File: src/sccs_defines.vh
`ifndef SCCS_DEFINES_VH
`define SCCS_DEFINES_VH
// Register indexes; byte address is four times the index
`define SCCS_IDX_CONTACT   12'h0ac
`define SCCS_IDX_STATUS    12'h0ad
`define SCCS_IDX_CONFIG    12'h0ae
`define SCCS_IDX_DATA      12'h0af
`define SCCS_IDX_IRQ_STAT  12'h0b0
`define SCCS_IDX_IRQ_MASK  12'h0b1
// Contact control fields
`define SCCS_CC_CLKSEL     7
`define SCCS_CC_AUX8       5
`define SCCS_CC_AUX4       4
`define SCCS_CC_IO         3
`define SCCS_CC_CLKLVL     2
`define SCCS_CC_RST        1
`define SCCS_CC_PWR        0
`define SCCS_CC_RSVD       6
`define SCCS_CC_RESET      8'h00
// Status fields
`define SCCS_ST_TBE        7
`define SCCS_ST_PRES       6
`define SCCS_ST_OVC        5
`define SCCS_ST_VOK        4
`define SCCS_ST_WTO        3
`define SCCS_ST_TC         2
`define SCCS_ST_RC         1
`define SCCS_ST_PE         0
`define SCCS_ST_RESET      8'h80
// Config fields
`define SCCS_CF_UART       3
`define SCCS_CF_VSEL_HI    5
`define SCCS_CF_VSEL_LO    4
`define SCCS_CF_OVC_ADJ    6
`define SCCS_CF_RESET      8'h00
// Interrupt mask
`define SCCS_IRQ_MASK_RESET 8'h00
// AHB encodings
`define SCCS_HTRANS_NONSEQ 2'b10
`define SCCS_HTRANS_SEQ    2'b11
`endif

File: src/sccs_tail_unused.v
`timescale 1ns/1ps

File: src/sccs_contacts.v
// Notes on behaviour
// - Contact bit 7 picks software clock level or generated card clock.
// - Contact bits 5 and 4 drive aux contacts eight and four, readable back.
// - IO bit drives the IO contact; set it before reading the pin back.
// - Bit 2 sets static clock level, changed only while voltage is in range.
// - Bit 1 drives reset contact, changed only while voltage is in range.
// - Bit 0 clear powers card off; other contact bits then have no effect.
// - Status bit 7 set on transmit copy, cleared by data write, resets to 1.
// - Status bit 6 follows card presence; software debounces it.
// - Status bit 5 shows overcurrent above selected limit; hardware clears it.
// - Status bit 4 shows supply voltage within selected range.
// - Status bit 3 set on waiting-time expiry, cleared on counter reload.
// - Status bit 2 set on successful transmit, cleared by status read.
// - Status bit 1 set on successful receive, cleared by data buffer read.
// - Status bit 0 set on parity error, cleared by status read.
// - Config bit 3 selects software IO bit or card UART for IO contact.
//
// The implementer's own choice: the AHB-Lite register port.
`timescale 1ns/1ps
`include "sccs_defines.vh"

module sccs_contacts #(
  parameter ADDR_W = 12
) (
  input  wire              hclk,
  input  wire              hresetn,
  input  wire              ce,
  input  wire              hsel,
  input  wire [31:0]       haddr,
  input  wire [1:0]        htrans,
  input  wire              hwrite,
  input  wire [2:0]        hsize,
  input  wire [31:0]       hwdata,
  input  wire              hready,
  output reg               hreadyout,
  output reg               hresp,
  output reg  [31:0]       hrdata,
  input  wire              card_present,
  input  wire              overcurrent_in,
  input  wire              voltage_in_range,
  input  wire              generated_card_clock,
  input  wire              tx_load_evt,
  input  wire              tx_done_ok_evt,
  input  wire              rx_done_ok_evt,
  input  wire              parity_err_evt,
  input  wire              wait_expire_evt,
  input  wire              wait_reload_evt,
  input  wire              uart_io_level,
  input  wire [7:0]        rx_data,
  input  wire              io_pin_i,
  input  wire              aux_pin_eight_i,
  input  wire              aux_pin_four_i,
  output reg               io_pin_o,
  output reg               io_pin_oe,
  output reg               aux_pin_eight_o,
  output reg               aux_pin_eight_oe,
  output reg               aux_pin_four_o,
  output reg               aux_pin_four_oe,
  output reg               card_clk_o,
  output reg               card_rst_o,
  output reg               card_power_on,
  output reg  [1:0]        supply_voltage_select,
  output reg               overcurrent_limit_adjust,
  output reg               uart_select,
  output reg  [7:0]        tx_data,
  output reg               tx_data_wr,
  output reg               irq
);

  // Word index of a byte address
  // Address bits above the index are not decoded, so the map repeats
  function [ADDR_W-1:0] word_idx;
    input [31:0] a;
    begin
      word_idx = a[ADDR_W+1:2];
    end
  endfunction

  // Valid transfer request in the address phase
  // IDLE and BUSY carry no transfer and are ignored
  function xfer_ok;
    input s;
    input [1:0] t;
    input r;
    begin
      xfer_ok = s & r & ((t == `SCCS_HTRANS_NONSEQ) | (t == `SCCS_HTRANS_SEQ));
    end
  endfunction

  // Write hit on one register word during the data phase
  function wr_hit;
    input              pend;
    input [ADDR_W-1:0] idx;
    input [ADDR_W-1:0] target;
    begin
      wr_hit = pend & (idx == target);
    end
  endfunction

  // Register state and sampled pin levels
  reg  [7:0]        contact_ctrl_reg_q;
  reg  [7:0]        iface_config_reg_q;
  reg  [7:0]        iface_status_reg_q;
  reg  [7:0]        irq_stat_q;
  reg  [7:0]        irq_mask_q;
  reg               wr_pend_q;
  reg  [ADDR_W-1:0] wr_idx_q;
  reg               clk_lvl_q;
  reg               rst_lvl_q;
  reg               pres_q;
  reg               vok_q;
  reg               ovc_q;

  // Address-phase decode; reads act at once, writes one cycle later
  wire              acc      = xfer_ok(hsel, htrans, hready);
  wire              rd_acc   = acc & ~hwrite;
  wire [ADDR_W-1:0] acc_idx  = word_idx(haddr);
  wire              wr_now   = wr_pend_q;
  wire              st_rd    = rd_acc & (acc_idx == `SCCS_IDX_STATUS);
  wire              data_rd  = rd_acc & (acc_idx == `SCCS_IDX_DATA);
  wire              data_wr  = wr_hit(wr_now, wr_idx_q, `SCCS_IDX_DATA);
  wire              pwr      = contact_ctrl_reg_q[`SCCS_CC_PWR];
  wire              cc_allow = pwr & vok_q;

  // Write data arrives one cycle after the address; hreadyout never stalls,
  // so a read directly after a write to the same word sees the old value.
  // hsize is not checked: every register is one aligned word
  always @(posedge hclk or negedge hresetn) begin
    if (!hresetn) begin
      wr_pend_q <= 1'b0;
      wr_idx_q  <= {ADDR_W{1'b0}};
      hreadyout <= 1'b1;
      hresp     <= 1'b0;
    end else if (ce) begin
      wr_pend_q <= acc & hwrite;
      wr_idx_q  <= acc_idx;
      hreadyout <= 1'b1;
      hresp     <= 1'b0;
    end
  end

  // reset to unpowered
  // Contact, config and mask registers
  // Status and unmapped words ignore writes; the bus still answers OKAY
  always @(posedge hclk or negedge hresetn) begin
    if (!hresetn) begin
      contact_ctrl_reg_q <= `SCCS_CC_RESET;
      iface_config_reg_q <= `SCCS_CF_RESET;
      irq_mask_q         <= `SCCS_IRQ_MASK_RESET;
    end else if (ce && wr_now) begin
      case (wr_idx_q)
        `SCCS_IDX_CONTACT:  contact_ctrl_reg_q <= hwdata[7:0];
        `SCCS_IDX_CONFIG:   iface_config_reg_q <= hwdata[7:0];
        `SCCS_IDX_IRQ_MASK: irq_mask_q         <= hwdata[7:0];
        default: ;
      endcase
    end
  end

  // Level inputs sampled once; pins treated as synchronous
  // The extra flop costs a cycle but keeps status and gating in step
  always @(posedge hclk or negedge hresetn) begin
    if (!hresetn) begin
      pres_q <= 1'b0;
      vok_q  <= 1'b0;
      ovc_q  <= 1'b0;
    end else if (ce) begin
      pres_q <= card_present;
      vok_q  <= voltage_in_range;
      ovc_q  <= overcurrent_in;
    end
  end

  // Status register; every set beats a clear in the same cycle
  // so an event never slips past a read that clears its bit
  always @(posedge hclk or negedge hresetn) begin
    if (!hresetn) begin
      iface_status_reg_q <= `SCCS_ST_RESET;
    end else if (ce) begin
      if (tx_load_evt)
        iface_status_reg_q[`SCCS_ST_TBE] <= 1'b1;
      else if (data_wr)
        iface_status_reg_q[`SCCS_ST_TBE] <= 1'b0;
      // Raw level: contact bounce reaches software unfiltered
      // presence level
      iface_status_reg_q[`SCCS_ST_PRES] <= pres_q;
      iface_status_reg_q[`SCCS_ST_OVC]  <= ovc_q;
      iface_status_reg_q[`SCCS_ST_VOK]  <= vok_q;
      if (wait_expire_evt)
        iface_status_reg_q[`SCCS_ST_WTO] <= 1'b1;
      else if (wait_reload_evt)
        iface_status_reg_q[`SCCS_ST_WTO] <= 1'b0;
      if (tx_done_ok_evt)
        iface_status_reg_q[`SCCS_ST_TC] <= 1'b1;
      else if (st_rd)
        iface_status_reg_q[`SCCS_ST_TC] <= 1'b0;
      if (rx_done_ok_evt)
        iface_status_reg_q[`SCCS_ST_RC] <= 1'b1;
      else if (data_rd)
        iface_status_reg_q[`SCCS_ST_RC] <= 1'b0;
      if (parity_err_evt)
        iface_status_reg_q[`SCCS_ST_PE] <= 1'b1;
      else if (st_rd)
        iface_status_reg_q[`SCCS_ST_PE] <= 1'b0;
    end
  end

  // Interrupt events, one per status bit position
  // Presence and voltage flag either edge, overcurrent only its rise
  wire [7:0] evt = {tx_load_evt,
                    pres_q ^ iface_status_reg_q[`SCCS_ST_PRES],
                    ovc_q & ~iface_status_reg_q[`SCCS_ST_OVC],
                    vok_q ^ iface_status_reg_q[`SCCS_ST_VOK],
                    wait_expire_evt,
                    tx_done_ok_evt,
                    rx_done_ok_evt,
                    parity_err_evt};
  wire [7:0] w1c = {8{wr_hit(wr_now, wr_idx_q, `SCCS_IDX_IRQ_STAT)}} & hwdata[7:0];

  // Sticky bits, write one to clear, set wins
  // A clear that meets a new event leaves the bit set, so none is lost
  genvar g;
  generate
    for (g = 0; g < 8; g = g + 1) begin : g_irq
      always @(posedge hclk or negedge hresetn) begin
        if (!hresetn)
          irq_stat_q[g] <= 1'b0;
        else if (ce)
          irq_stat_q[g] <= evt[g] | (irq_stat_q[g] & ~w1c[g]);
      end
    end
  endgenerate

  // Interrupt output from a flop, one cycle behind the sticky bits
  // Masking after the sticky bits lets software poll masked events
  always @(posedge hclk or negedge hresetn) begin
    if (!hresetn)
      irq <= 1'b0;
    else if (ce)
      irq <= |(irq_stat_q & irq_mask_q);
  end

  // Contact levels that follow only while powered with voltage good
  // Voltage out of range holds the last levels instead of dropping them
  always @(posedge hclk or negedge hresetn) begin
    if (!hresetn) begin
      clk_lvl_q <= 1'b0;
      rst_lvl_q <= 1'b0;
    end else if (ce) begin
      if (!pwr) begin
        clk_lvl_q <= 1'b0;
        rst_lvl_q <= 1'b0;
      end else if (cc_allow) begin
        clk_lvl_q <= contact_ctrl_reg_q[`SCCS_CC_CLKLVL];
        rst_lvl_q <= contact_ctrl_reg_q[`SCCS_CC_RST];
      end
    end
  end

  // Contact pins; pseudo-bidirectional pins drive low actively and let
  // the pull-up give the high level, so the card can pull them down.
  // The card clock is resampled by hclk: up to one hclk of jitter
  always @(posedge hclk or negedge hresetn) begin
    if (!hresetn) begin
      card_power_on    <= 1'b0;
      card_clk_o       <= 1'b0;
      card_rst_o       <= 1'b0;
      io_pin_o         <= 1'b0;
      io_pin_oe        <= 1'b0;
      aux_pin_eight_o  <= 1'b0;
      aux_pin_eight_oe <= 1'b0;
      aux_pin_four_o   <= 1'b0;
      aux_pin_four_oe  <= 1'b0;
    end else if (ce) begin
      // Power-off forces every contact low or released in one cycle
      // power and deactivation
      card_power_on <= pwr;
      if (!pwr) begin
        card_clk_o       <= 1'b0;
        card_rst_o       <= 1'b0;
        io_pin_o         <= 1'b0;
        io_pin_oe        <= 1'b0;
        aux_pin_eight_o  <= 1'b0;
        aux_pin_eight_oe <= 1'b0;
        aux_pin_four_o   <= 1'b0;
        aux_pin_four_oe  <= 1'b0;
      end else begin
        card_clk_o <= contact_ctrl_reg_q[`SCCS_CC_CLKSEL] ?
                      generated_card_clock : clk_lvl_q;
        card_rst_o <= rst_lvl_q;
        io_pin_o  <= 1'b0;
        io_pin_oe <= iface_config_reg_q[`SCCS_CF_UART] ?
                     ~uart_io_level : ~contact_ctrl_reg_q[`SCCS_CC_IO];
        aux_pin_eight_o  <= 1'b0;
        aux_pin_eight_oe <= ~contact_ctrl_reg_q[`SCCS_CC_AUX8];
        aux_pin_four_o   <= 1'b0;
        aux_pin_four_oe  <= ~contact_ctrl_reg_q[`SCCS_CC_AUX4];
      end
    end
  end

  // Config fields out to the converter and the UART core
  // Unused config bits are stored for readback and drive nothing
  always @(posedge hclk or negedge hresetn) begin
    if (!hresetn) begin
      supply_voltage_select    <= 2'b00;
      overcurrent_limit_adjust <= 1'b0;
      uart_select              <= 1'b0;
    end else if (ce) begin
      supply_voltage_select    <= iface_config_reg_q[`SCCS_CF_VSEL_HI:`SCCS_CF_VSEL_LO];
      overcurrent_limit_adjust <= iface_config_reg_q[`SCCS_CF_OVC_ADJ];
      uart_select              <= iface_config_reg_q[`SCCS_CF_UART];
    end
  end

  // Transmit data buffer and its one-cycle write strobe
  // The strobe lets the UART core load the byte right after it lands
  always @(posedge hclk or negedge hresetn) begin
    if (!hresetn) begin
      tx_data    <= 8'h00;
      tx_data_wr <= 1'b0;
    end else if (ce) begin
      tx_data_wr <= data_wr;
      if (data_wr)
        tx_data <= hwdata[7:0];
    end
  end

  // Read mux; contact readback shows the pin levels for IO and aux bits
  // The reserved contact bit and unmapped words read as zero
  reg [7:0] rd_d;
  always @* begin
    rd_d = 8'h00;
    case (acc_idx)
      `SCCS_IDX_CONTACT: begin
        rd_d = contact_ctrl_reg_q;
        rd_d[`SCCS_CC_RSVD]    = 1'b0;
        rd_d[`SCCS_CC_AUX8]    = aux_pin_eight_i;
        rd_d[`SCCS_CC_AUX4]    = aux_pin_four_i;
        rd_d[`SCCS_CC_IO]      = io_pin_i;
      end
      `SCCS_IDX_STATUS:   rd_d = iface_status_reg_q;
      `SCCS_IDX_CONFIG:   rd_d = iface_config_reg_q;
      `SCCS_IDX_DATA:     rd_d = rx_data;
      `SCCS_IDX_IRQ_STAT: rd_d = irq_stat_q;
      `SCCS_IDX_IRQ_MASK: rd_d = irq_mask_q;
      default:            rd_d = 8'h00;
    endcase
  end

  // Read data captured at the address phase, shown in the data phase
  // Zero outside read data phases, so stale data never lingers
  always @(posedge hclk or negedge hresetn) begin
    if (!hresetn)
      hrdata <= 32'h0000_0000;
    else if (ce) begin
      if (rd_acc)
        hrdata <= {24'h00_0000, rd_d};
      else
        hrdata <= 32'h0000_0000;
    end
  end

endmodule // sccs_contacts

File: config.mk
export PLATFORM = sky130hd
export DESIGN_NAME = sccs_contacts
export DESIGN_NICKNAME = d
export VERILOG_FILES = /design/src/sccs_tail_unused.v /design/src/sccs_contacts.v
export VERILOG_INCLUDE_DIRS = /design/src
export SDC_FILE = /design/constraint.sdc
export NUM_CORES = 1
export LEC_CHECK = 0
export BUFFER_PORTS_ARGS = -buffer_cell sky130_fd_sc_hd__buf_4
export CAP_MARGIN = 20
export CORE_MARGIN = 1.5
export CORE_UTILIZATION = 35
export CTS_CLUSTER_DIAMETER = 100
export DETAILED_ROUTE_END_ITERATION = 10
export HOLD_SLACK_MARGIN = 0.1
export PLACE_DENSITY = 0.64
export SETUP_SLACK_MARGIN = 0.5
export SLEW_MARGIN = 20
export SYNTH_ARGS = -nofsm -noshare
export SYNTH_HDL_FRONTEND = slang
export SYNTH_SLANG_ARGS = --single-unit
File: constraint.sdc
create_clock -name hclk -period 2.1 [get_ports hclk]
set_input_delay 0.42 -clock hclk [delete_from_list [all_inputs] [get_ports hclk]]
set_output_delay 0.42 -clock hclk [all_outputs]
set_load 0.1 [all_outputs]
* Word level (Yosys, flattened, before mapping)
Cells that the tools add are included.
** Word-level totals
- Memories :: 0
- Latch bits :: 0
- RAM bits :: 0
- Logic and storage cells :: 135
- Output and inout port bits :: 57
- Bits in registers :: 110
- ROM bits :: 0
** Operators by class
- $lt $le $gt $ge :: 0
- Bitwise gates (word level) :: 45
- Multiply operators :: 0
- Add/subtract/negate cells :: 0
- Divide/modulo/power cells :: 0
- Multiplexer cells :: 22
- Shift operators :: 0
- Equal/unequal tests :: 14
- Reduce and logical (&&, ||, !) cells :: 17
** Operators with widths (number)
- $eq 12x8->1 const B :: 11
- $pmux 8 s6 :: 1
- $mux 1 :: 20
- $reduce_and 2->1 :: 10
- $and 1x1->1 :: 18
- $and 8x8->8 :: 2
- $not 1->1 :: 14
- $reduce_bool 2->1 :: 5
- $or 1x1->1 :: 9
- $mux 8 :: 1
- $reduce_or 8->1 :: 1
- $eq 2x2->1 const B :: 2
- $ne 2x1->1 const B :: 1
- $xor 1x1->1 :: 2
- $logic_and 1x1->1 :: 1

* Logic depth before layout (Yosys ltp)
Gate-level depths: netlist (run 1).
- Depth after elaboration :: 7
- Depth in mapped cells :: 6
- Depth with buffers taken out :: 4

* Worst setup path after synthesis (run 1)
No wires, ideal clock.
- Kind :: flip-flop to flip-flop
- Start :: register wr_idx_q[9]
- End :: register contact_ctrl_reg_q[0]
- Path slack :: -0.136 ns
- Data arrival time :: 2.111 ns
- Stages on the path, launching flop included :: 6
- Buffers on the path :: 1
- Setup time :: 0.125 ns
- Cells stage by stage :: dfrtp_1 > or4_4 > or3_1 > or4_1 > buf_4 > mux2_4
** On the way
- Word-level cells in the longest chain between the ends :: 2
** RTL lines
- from (decl) :: RTL line sccs_contacts.v:107 : reg [ADDR_W-1:0] wr_idx_q;
- from (signal assigned) :: RTL line sccs_contacts.v:131 : wr_idx_q <= {ADDR_W{1'b0}};
- from (signal assigned) :: RTL line sccs_contacts.v:136 : wr_idx_q <= acc_idx;
- $eq 12x8->1 :: RTL line sccs_contacts.v:151 : case (wr_idx_q)
- $reduce_and 2->1 (no source line)
- to (signal assigned) :: RTL line sccs_contacts.v:147 : contact_ctrl_reg_q <= `SCCS_CC_RESET;
- to (signal assigned) :: RTL line sccs_contacts.v:152 : `SCCS_IDX_CONTACT: contact_ctrl_reg_q <= hwdata[7:0];
- to (decl) :: RTL line sccs_contacts.v:101 : reg [7:0] contact_ctrl_reg_q;
No other way between the ends.
A chain may end at the register's enable or synchronous reset.

* Worst setup path after layout (run 1)
Ends and elaborated chain as after synthesis.

==> flow_summary.json, run 1 <==
{
  "r2r_end": "contact_ctrl_reg_q[0]$_DFFE_PN0P_",
  "synth-seq-area-share": 0.531,
  "drive_above_1_share": 0.471,
  "cts_buffer_depth": 2,
  "num-nets-final": 510,
  "route.detailed.drc": 0,
  "wl_mm": 9.71,
  "critPathBufInv": 1,
  "ir_drop_uv": 484,
  "finalSetupTns_ns": -3.04,
  "worstSetupEndpointType": "flip-flop",
  "synth.distinct_cells": 36,
  "fmax_mhz": 430,
  "cts_root_buf": "clkbuf_16",
  "grt_max_degree": 86,
  "clkSinkCount": 85,
  "worstSetupStartpointType": "flip-flop",
  "dr.pass1.iters": 4,
  "status": "finished with violations",
  "violations": "setup timing",
  "cp_common_cell": "or4_4",
  "ant_nets": 0,
  "finalPower_mw": 4.11,
  "cp_top_family": "simple AND/OR/NAND/NOR gates",
  "rsz0062_at_grt": "true",
  "ys_ff_latch": 85,
  "fin_cells": 558,
  "grt_use_total": 0.167,
  "slowest_delay_ns": 0.55,
  "setup_viol": 23,
  "postSynthCellCount": 318,
  "dieArea_um2": 12100,
  "reg2reg_slack_ns": -0.23,
  "antennaDiodeCount": 0,
  "crit_type": "reg2reg",
  "hp-class": "in2async",
  "grt_pass1_vias": 2727,
  "cts_tree": "done",
  "synthToLayoutAreaGrowth_pct": 31.8,
  "multi_input_area_um2": 1770,
  "grt_first_pass_wirelength_mm": 14.8,
  "power_leakage_nw": 2.54,
  "die_y_um": 110,
  "port_buffers": 76,
  "grt-ovfl-total": 0,
  "dp.cells": 538,
  "final_cell_mix": "buf_4 (90), dfrtp_1 (84), mux2_2 (41)",
  "cts_hold_buf": 0,
  "post-route-period-util": 1.11,
  "wl_per_cell_um": 17.4,
  "synth_warnings": 0,
  "r2r_cells": 5,
  "io_pins": 154,
  "powerDensity_nw_per_um2": 778,
  "layout_commonest_cell": "buf_4",
  "die_w_um": 110,
  "viasPerCell": 4.95,
  "insertion_delay_ns": 0.34,
  "cts_inserted_buffers": 9,
  "num_rows": 38,
  "cp_max_fo": 7,
  "avgSynthCellArea_um2": 12.6,
  "cp_num_cells": 5,
  "timing.final.crit_period_ns": 2.33,
  "coreArea_um2": 11000,
  "syn_area_um2": 4010,
  "drv_cap": 0,
  "finalClockSkew_ns": 0.00701,
  "fin_ws_ns": -0.228,
  "slew_viol_final": 0,
  "start_util": 0.365,
  "via_count": 2762,
  "rr_startpoint": "wr_idx_q[9]$_DFFE_PN0P_",
  "regArea_um2": 2130,
  "globalplace.congestion": 0.798,
  "fillers": 979,
  "drt-initial-drc-count": 166,
  "cp.arrival_ns": 2.55,
  "cp_slowest_cell": "or4_4",
  "hold_viol": 0,
  "clkTransAtPathRegs_ns": 0.06,
  "worstPathRequired_ns": 2.32,
  "fin_util": 0.481,
  "hpwl_mm": 6.42,
  "grt_antenna_before_repair": 0,
  "cts_max_level": 3,
  "critical_path.cell_chain": "or4_4 > or3_4 > or4_4 > buf_12 > mux2_4"
}
[layer usage]
layer | share of wire | track usage
met1 | 0.45 | 0.224
met4 | 0.017 | 0.0779
met3 | 0.042 | 0.0288
met5 | 0 | 0
met2 | 0.49 | 0.263
[cell usage after synthesis]
master / count / area, um^2
mux2_4: 7 / 105
o21ai_0: 16 / 80.1
nand3b_1: 1 / 7.51
nor4_2: 3 / 37.5
nor4b_1: 1 / 8.76
nand4b_1: 4 / 35.0
or4_4: 1 / 11.3
buf_1: 2 / 7.51
or2_2: 1 / 6.26
nand2_1: 21 / 78.8
buf_4: 30 / 225
nor4_1: 2 / 12.5
a32oi_1: 2 / 17.5
inv_1: 13 / 48.8
conb_1: 2 / 7.51
dfrtp_1: 84 / 2100
or3_1: 1 / 6.26
a22o_1: 15 / 131
o22ai_1: 6 / 37.5
nor2_1: 1 / 3.75
mux4_2: 6 / 135
or4b_2: 1 / 10.0
nand3_1: 5 / 25.0
or4bb_1: 1 / 11.3
o2bb2ai_1: 1 / 8.76
clkbuf_1: 10 / 37.5
a31oi_1: 1 / 6.26
a21oi_1: 6 / 30.0
mux2i_1: 8 / 80.1
mux2_2: 49 / 552
dfstp_2: 1 / 26.3
a221oi_1: 2 / 17.5
nand2b_1: 1 / 6.26
nor2b_1: 8 / 50.1
xor2_1: 2 / 17.5
or4_1: 3 / 22.5
[worst max path at each step]
stage               slack (ns)                                 to                      from
finish                   -0.23  contact_ctrl_reg_q[0]$_DFFE_PN0P_   wr_idx_q[9]$_DFFE_PN0P_
CTS                      -0.20  contact_ctrl_reg_q[0]$_DFFE_PN0P_  wr_idx_q[10]$_DFFE_PN0P_
floorplan                -0.13  contact_ctrl_reg_q[0]$_DFFE_PN0P_   wr_idx_q[9]$_DFFE_PN0P_
global route             -0.27  contact_ctrl_reg_q[0]$_DFFE_PN0P_   wr_idx_q[9]$_DFFE_PN0P_
detailed placement       -0.21  contact_ctrl_reg_q[0]$_DFFE_PN0P_   wr_idx_q[9]$_DFFE_PN0P_
global placement         -0.21  contact_ctrl_reg_q[4]$_DFFE_PN0P_   wr_idx_q[9]$_DFFE_PN0P_
[through the flow]
step	worst slack [ns]	instance area, um^2	hold slack [ns]
after floorplan	-0.130	4160	0.124
after global placement	-0.211	4770	0.447
after detailed placement	-0.214	4770	0.455
after CTS	-0.201	5160	0.128
after global routing	-0.274	5280	0.134
final	-0.228	5280	0.0907
[worst reg2reg max path: stages, from the launching register on]
cell     delay [ns]
dfrtp_1        0.38
or4_4          0.55
or3_4          0.38
or4_4          0.44
buf_12         0.17
mux2_4         0.30
[power by group]
group,switching [mW],internal (mW)
clock network,0.632,1.23
registers,0.0330,1.68
logic,0.380,0.158
total,1.05,3.06
[cell families (layout without fill, tap and decap cells)]
group | after synthesis | in the layout | synth area share
xor+xnor | 2 | 2 | 0.00437
other cells | 2 | 29 | 0.00187
simple gates | 55 | 55 | 0.0831
flops | 85 | 85 | 0.531
buf+inv | 55 | 128 | 0.0796
compound gates | 49 | 49 | 0.0821
mux | 70 | 70 | 0.218
[what timing repair did]
action | CTS | global route
gates cloned | 0 | 1
buffers inserted | 0 | 3
pin swaps | 11 | 3
gates resized for setup | 14 | 26
endpoints found under the setup margin | 41 | 51
[sequential cells by signal (all words and copies together) (netlist names), 2 cells and up]
name and count:
wr_idx_q 12, hrdata 8, iface_config_reg_q 8, iface_status_reg_q 8, irq_mask_q 8, irq_stat_q 8, tx_data 8, contact_ctrl_reg_q 7
supply_voltage_select 2
[area by class of cell]
class	count	share of cell area
timing repair buffer	99	0.152
multi-input combinational	205	0.336
sequential	85	0.403
inverter	13	0.00924
clock buffer	12	0.0486
clock inverter	4	0.0180
tap	140	0.0332
(Power assumes the default switching activity.)
==> run 2: changes to the inputs <==
- SETUP_SLACK_MARGIN: 0.5 -> 0.05
==> flow_summary.json, run 2 (synthesized netlist as in run 1, its figures left out) <==
{
  "status": "finished with violations",
  "violations": "setup timing",
  "drv_cap": 0,
  "ant_nets": 0,
  "largest_register_ffs": 12,
  "hold_viol": 0,
  "via_count": 2788,
  "coreArea_um2": 11000,
  "viasPerCell": 4.99,
  "slew_viol_final": 0,
  "grt_max_degree": 43,
  "grt_first_pass_wirelength_mm": 15.0,
  "cts_buffer_depth": 2,
  "rsz0062_at_grt": "true",
  "post-route-period-util": 1.10,
  "ir_drop_uv": 488,
  "antennaDiodeCount": 0,
  "drive_above_1_share": 0.446,
  "num-nets-final": 512,
  "fin_util": 0.475,
  "cts_tree": "done",
  "final_cell_mix": "buf_4 (93), dfrtp_1 (84), mux2_2 (48)",
  "synthToLayoutAreaGrowth_pct": 30.2,
  "cts_max_level": 3,
  "port_buffers": 76,
  "place_area_um2": 4750,
  "route.detailed.drc": 0,
  "finalClockSkew_ns": 0.00790,
  "start_util": 0.365,
  "wl_mm": 9.66,
  "dieArea_um2": 12100,
  "clkTransAtPathRegs_ns": 0.06,
  "num_rows": 38,
  "clkSinkCount": 85,
  "grt_pass1_vias": 2749,
  "drt-initial-drc-count": 166,
  "top_register": "wr_idx_q",
  "hpwl_mm": 6.60,
  "dr.pass1.iters": 4,
  "final_area_um2": 5220,
  "setup_viol": 24,
  "worstSetupEndpointType": "flip-flop",
  "crit_type": "reg2reg",
  "powerDensity_nw_per_um2": 775,
  "fin_ws_ns": -0.217,
  "timing.final.crit_period_ns": 2.32,
  "worstPathRequired_ns": 2.32,
  "die_y_um": 110,
  "fmax_mhz": 432,
  "cts_inserted_buffers": 9,
  "die_w_um": 110,
  "io_pins": 154,
  "cp.arrival_ns": 2.54,
  "layout_commonest_cell": "buf_4",
  "insertion_delay_ns": 0.34,
  "cts_root_buf": "clkbuf_16",
  "grt_use_total": 0.168,
  "wl_per_cell_um": 17.3,
  "globalplace.congestion": 0.791,
  "power_leakage_nw": 2.52,
  "grt-ovfl-total": 0,
  "worstSetupStartpointType": "flip-flop",
  "hp-class": "in2reg",
  "cp_max_fo": 7,
  "grt_antenna_before_repair": 0
}
-- run 2: critical path, cell delays in order (launching register included) --
cell,delay [ns]
dfrtp_1,0.37
or4_4,0.55
or3_4,0.38
or4_4,0.44
buf_12,0.17
mux2_4,0.29
-- run 2: what timing repair did --
| item | in CTS | in global routing |
|---|---|---|
| hold endpoints to repair | 22 | 0 |
| gates resized for setup | 5 | 11 |
| endpoints found under the setup margin | 23 | 32 |
| setup buffers | 0 | 2 |
| pin swaps | 0 | 4 |
| hold buffers | 1 | 0 |
| gates cloned | 0 | 1 |
-- run 2: power breakdown --
part           switching [mW]  total (mW)  internal, mW
clock network           0.634        1.79          1.16
logic                   0.377       0.537         0.160
registers              0.0337        1.71          1.68
-- run 2: per-stage QoR --
stage / hold slack (ns) / TNS, ns / power [mW] / instances / worst slack (ns)
floorplan: 0.124 / -0.977 / 2.13 / 345 / -0.130
global placement: 0.340 / -1.75 / 2.26 / 540 / -0.218
detailed placement: 0.338 / -1.67 / 2.27 / 540 / -0.216
CTS: 0.311 / -1.68 / 4.06 / 556 / -0.204
global route: 0.321 / -4.30 / 4.18 / 559 / -0.252
finish: 0.317 / -3.39 / 4.04 / 559 / -0.217
-- run 2: routing by layer --
layer,part of all wire,global-route usage
met1,0.44,0.232
met2,0.48,0.264
met3,0.061,0.0423
met4,0.013,0.0473
met5,0,0
-- run 2: final cells by class --
type                       count  area, um^2
sequential                    85        2130
inverter                      13        48.8
timing repair buffer         101         827
tap                          140         175
clock inverter                 6         113
fill                         957        5770
clock buffer                   9         225
multi-input combinational    205        1700
-- run 2: path summary, 6_finish.rpt --
kind | start | to | slack (ns) | cells past startpoint
worst min register to register | contact_ctrl_reg_q[5]$_DFFE_PN0P_ | aux_pin_eight_oe$_DFFE_PN0P_ | 0.46 | 1
worst min-delay path | card_present | pres_q$_DFFE_PN0P_ | 0.32 | 2
worst max-delay path | wr_idx_q[10]$_DFFE_PN0P_ | contact_ctrl_reg_q[1]$_DFFE_PN0P_ | -0.22 | 5
max in group asynchronous | hresetn | iface_status_reg_q[7]$_DFFE_PN1P_ | 0.93 | 3
min in group asynchronous | hresetn | iface_status_reg_q[6]$_DFFE_PN0P_ | 0.52 | 2
worst max register to register | wr_idx_q[10]$_DFFE_PN0P_ | contact_ctrl_reg_q[1]$_DFFE_PN0P_ | -0.22 | 5
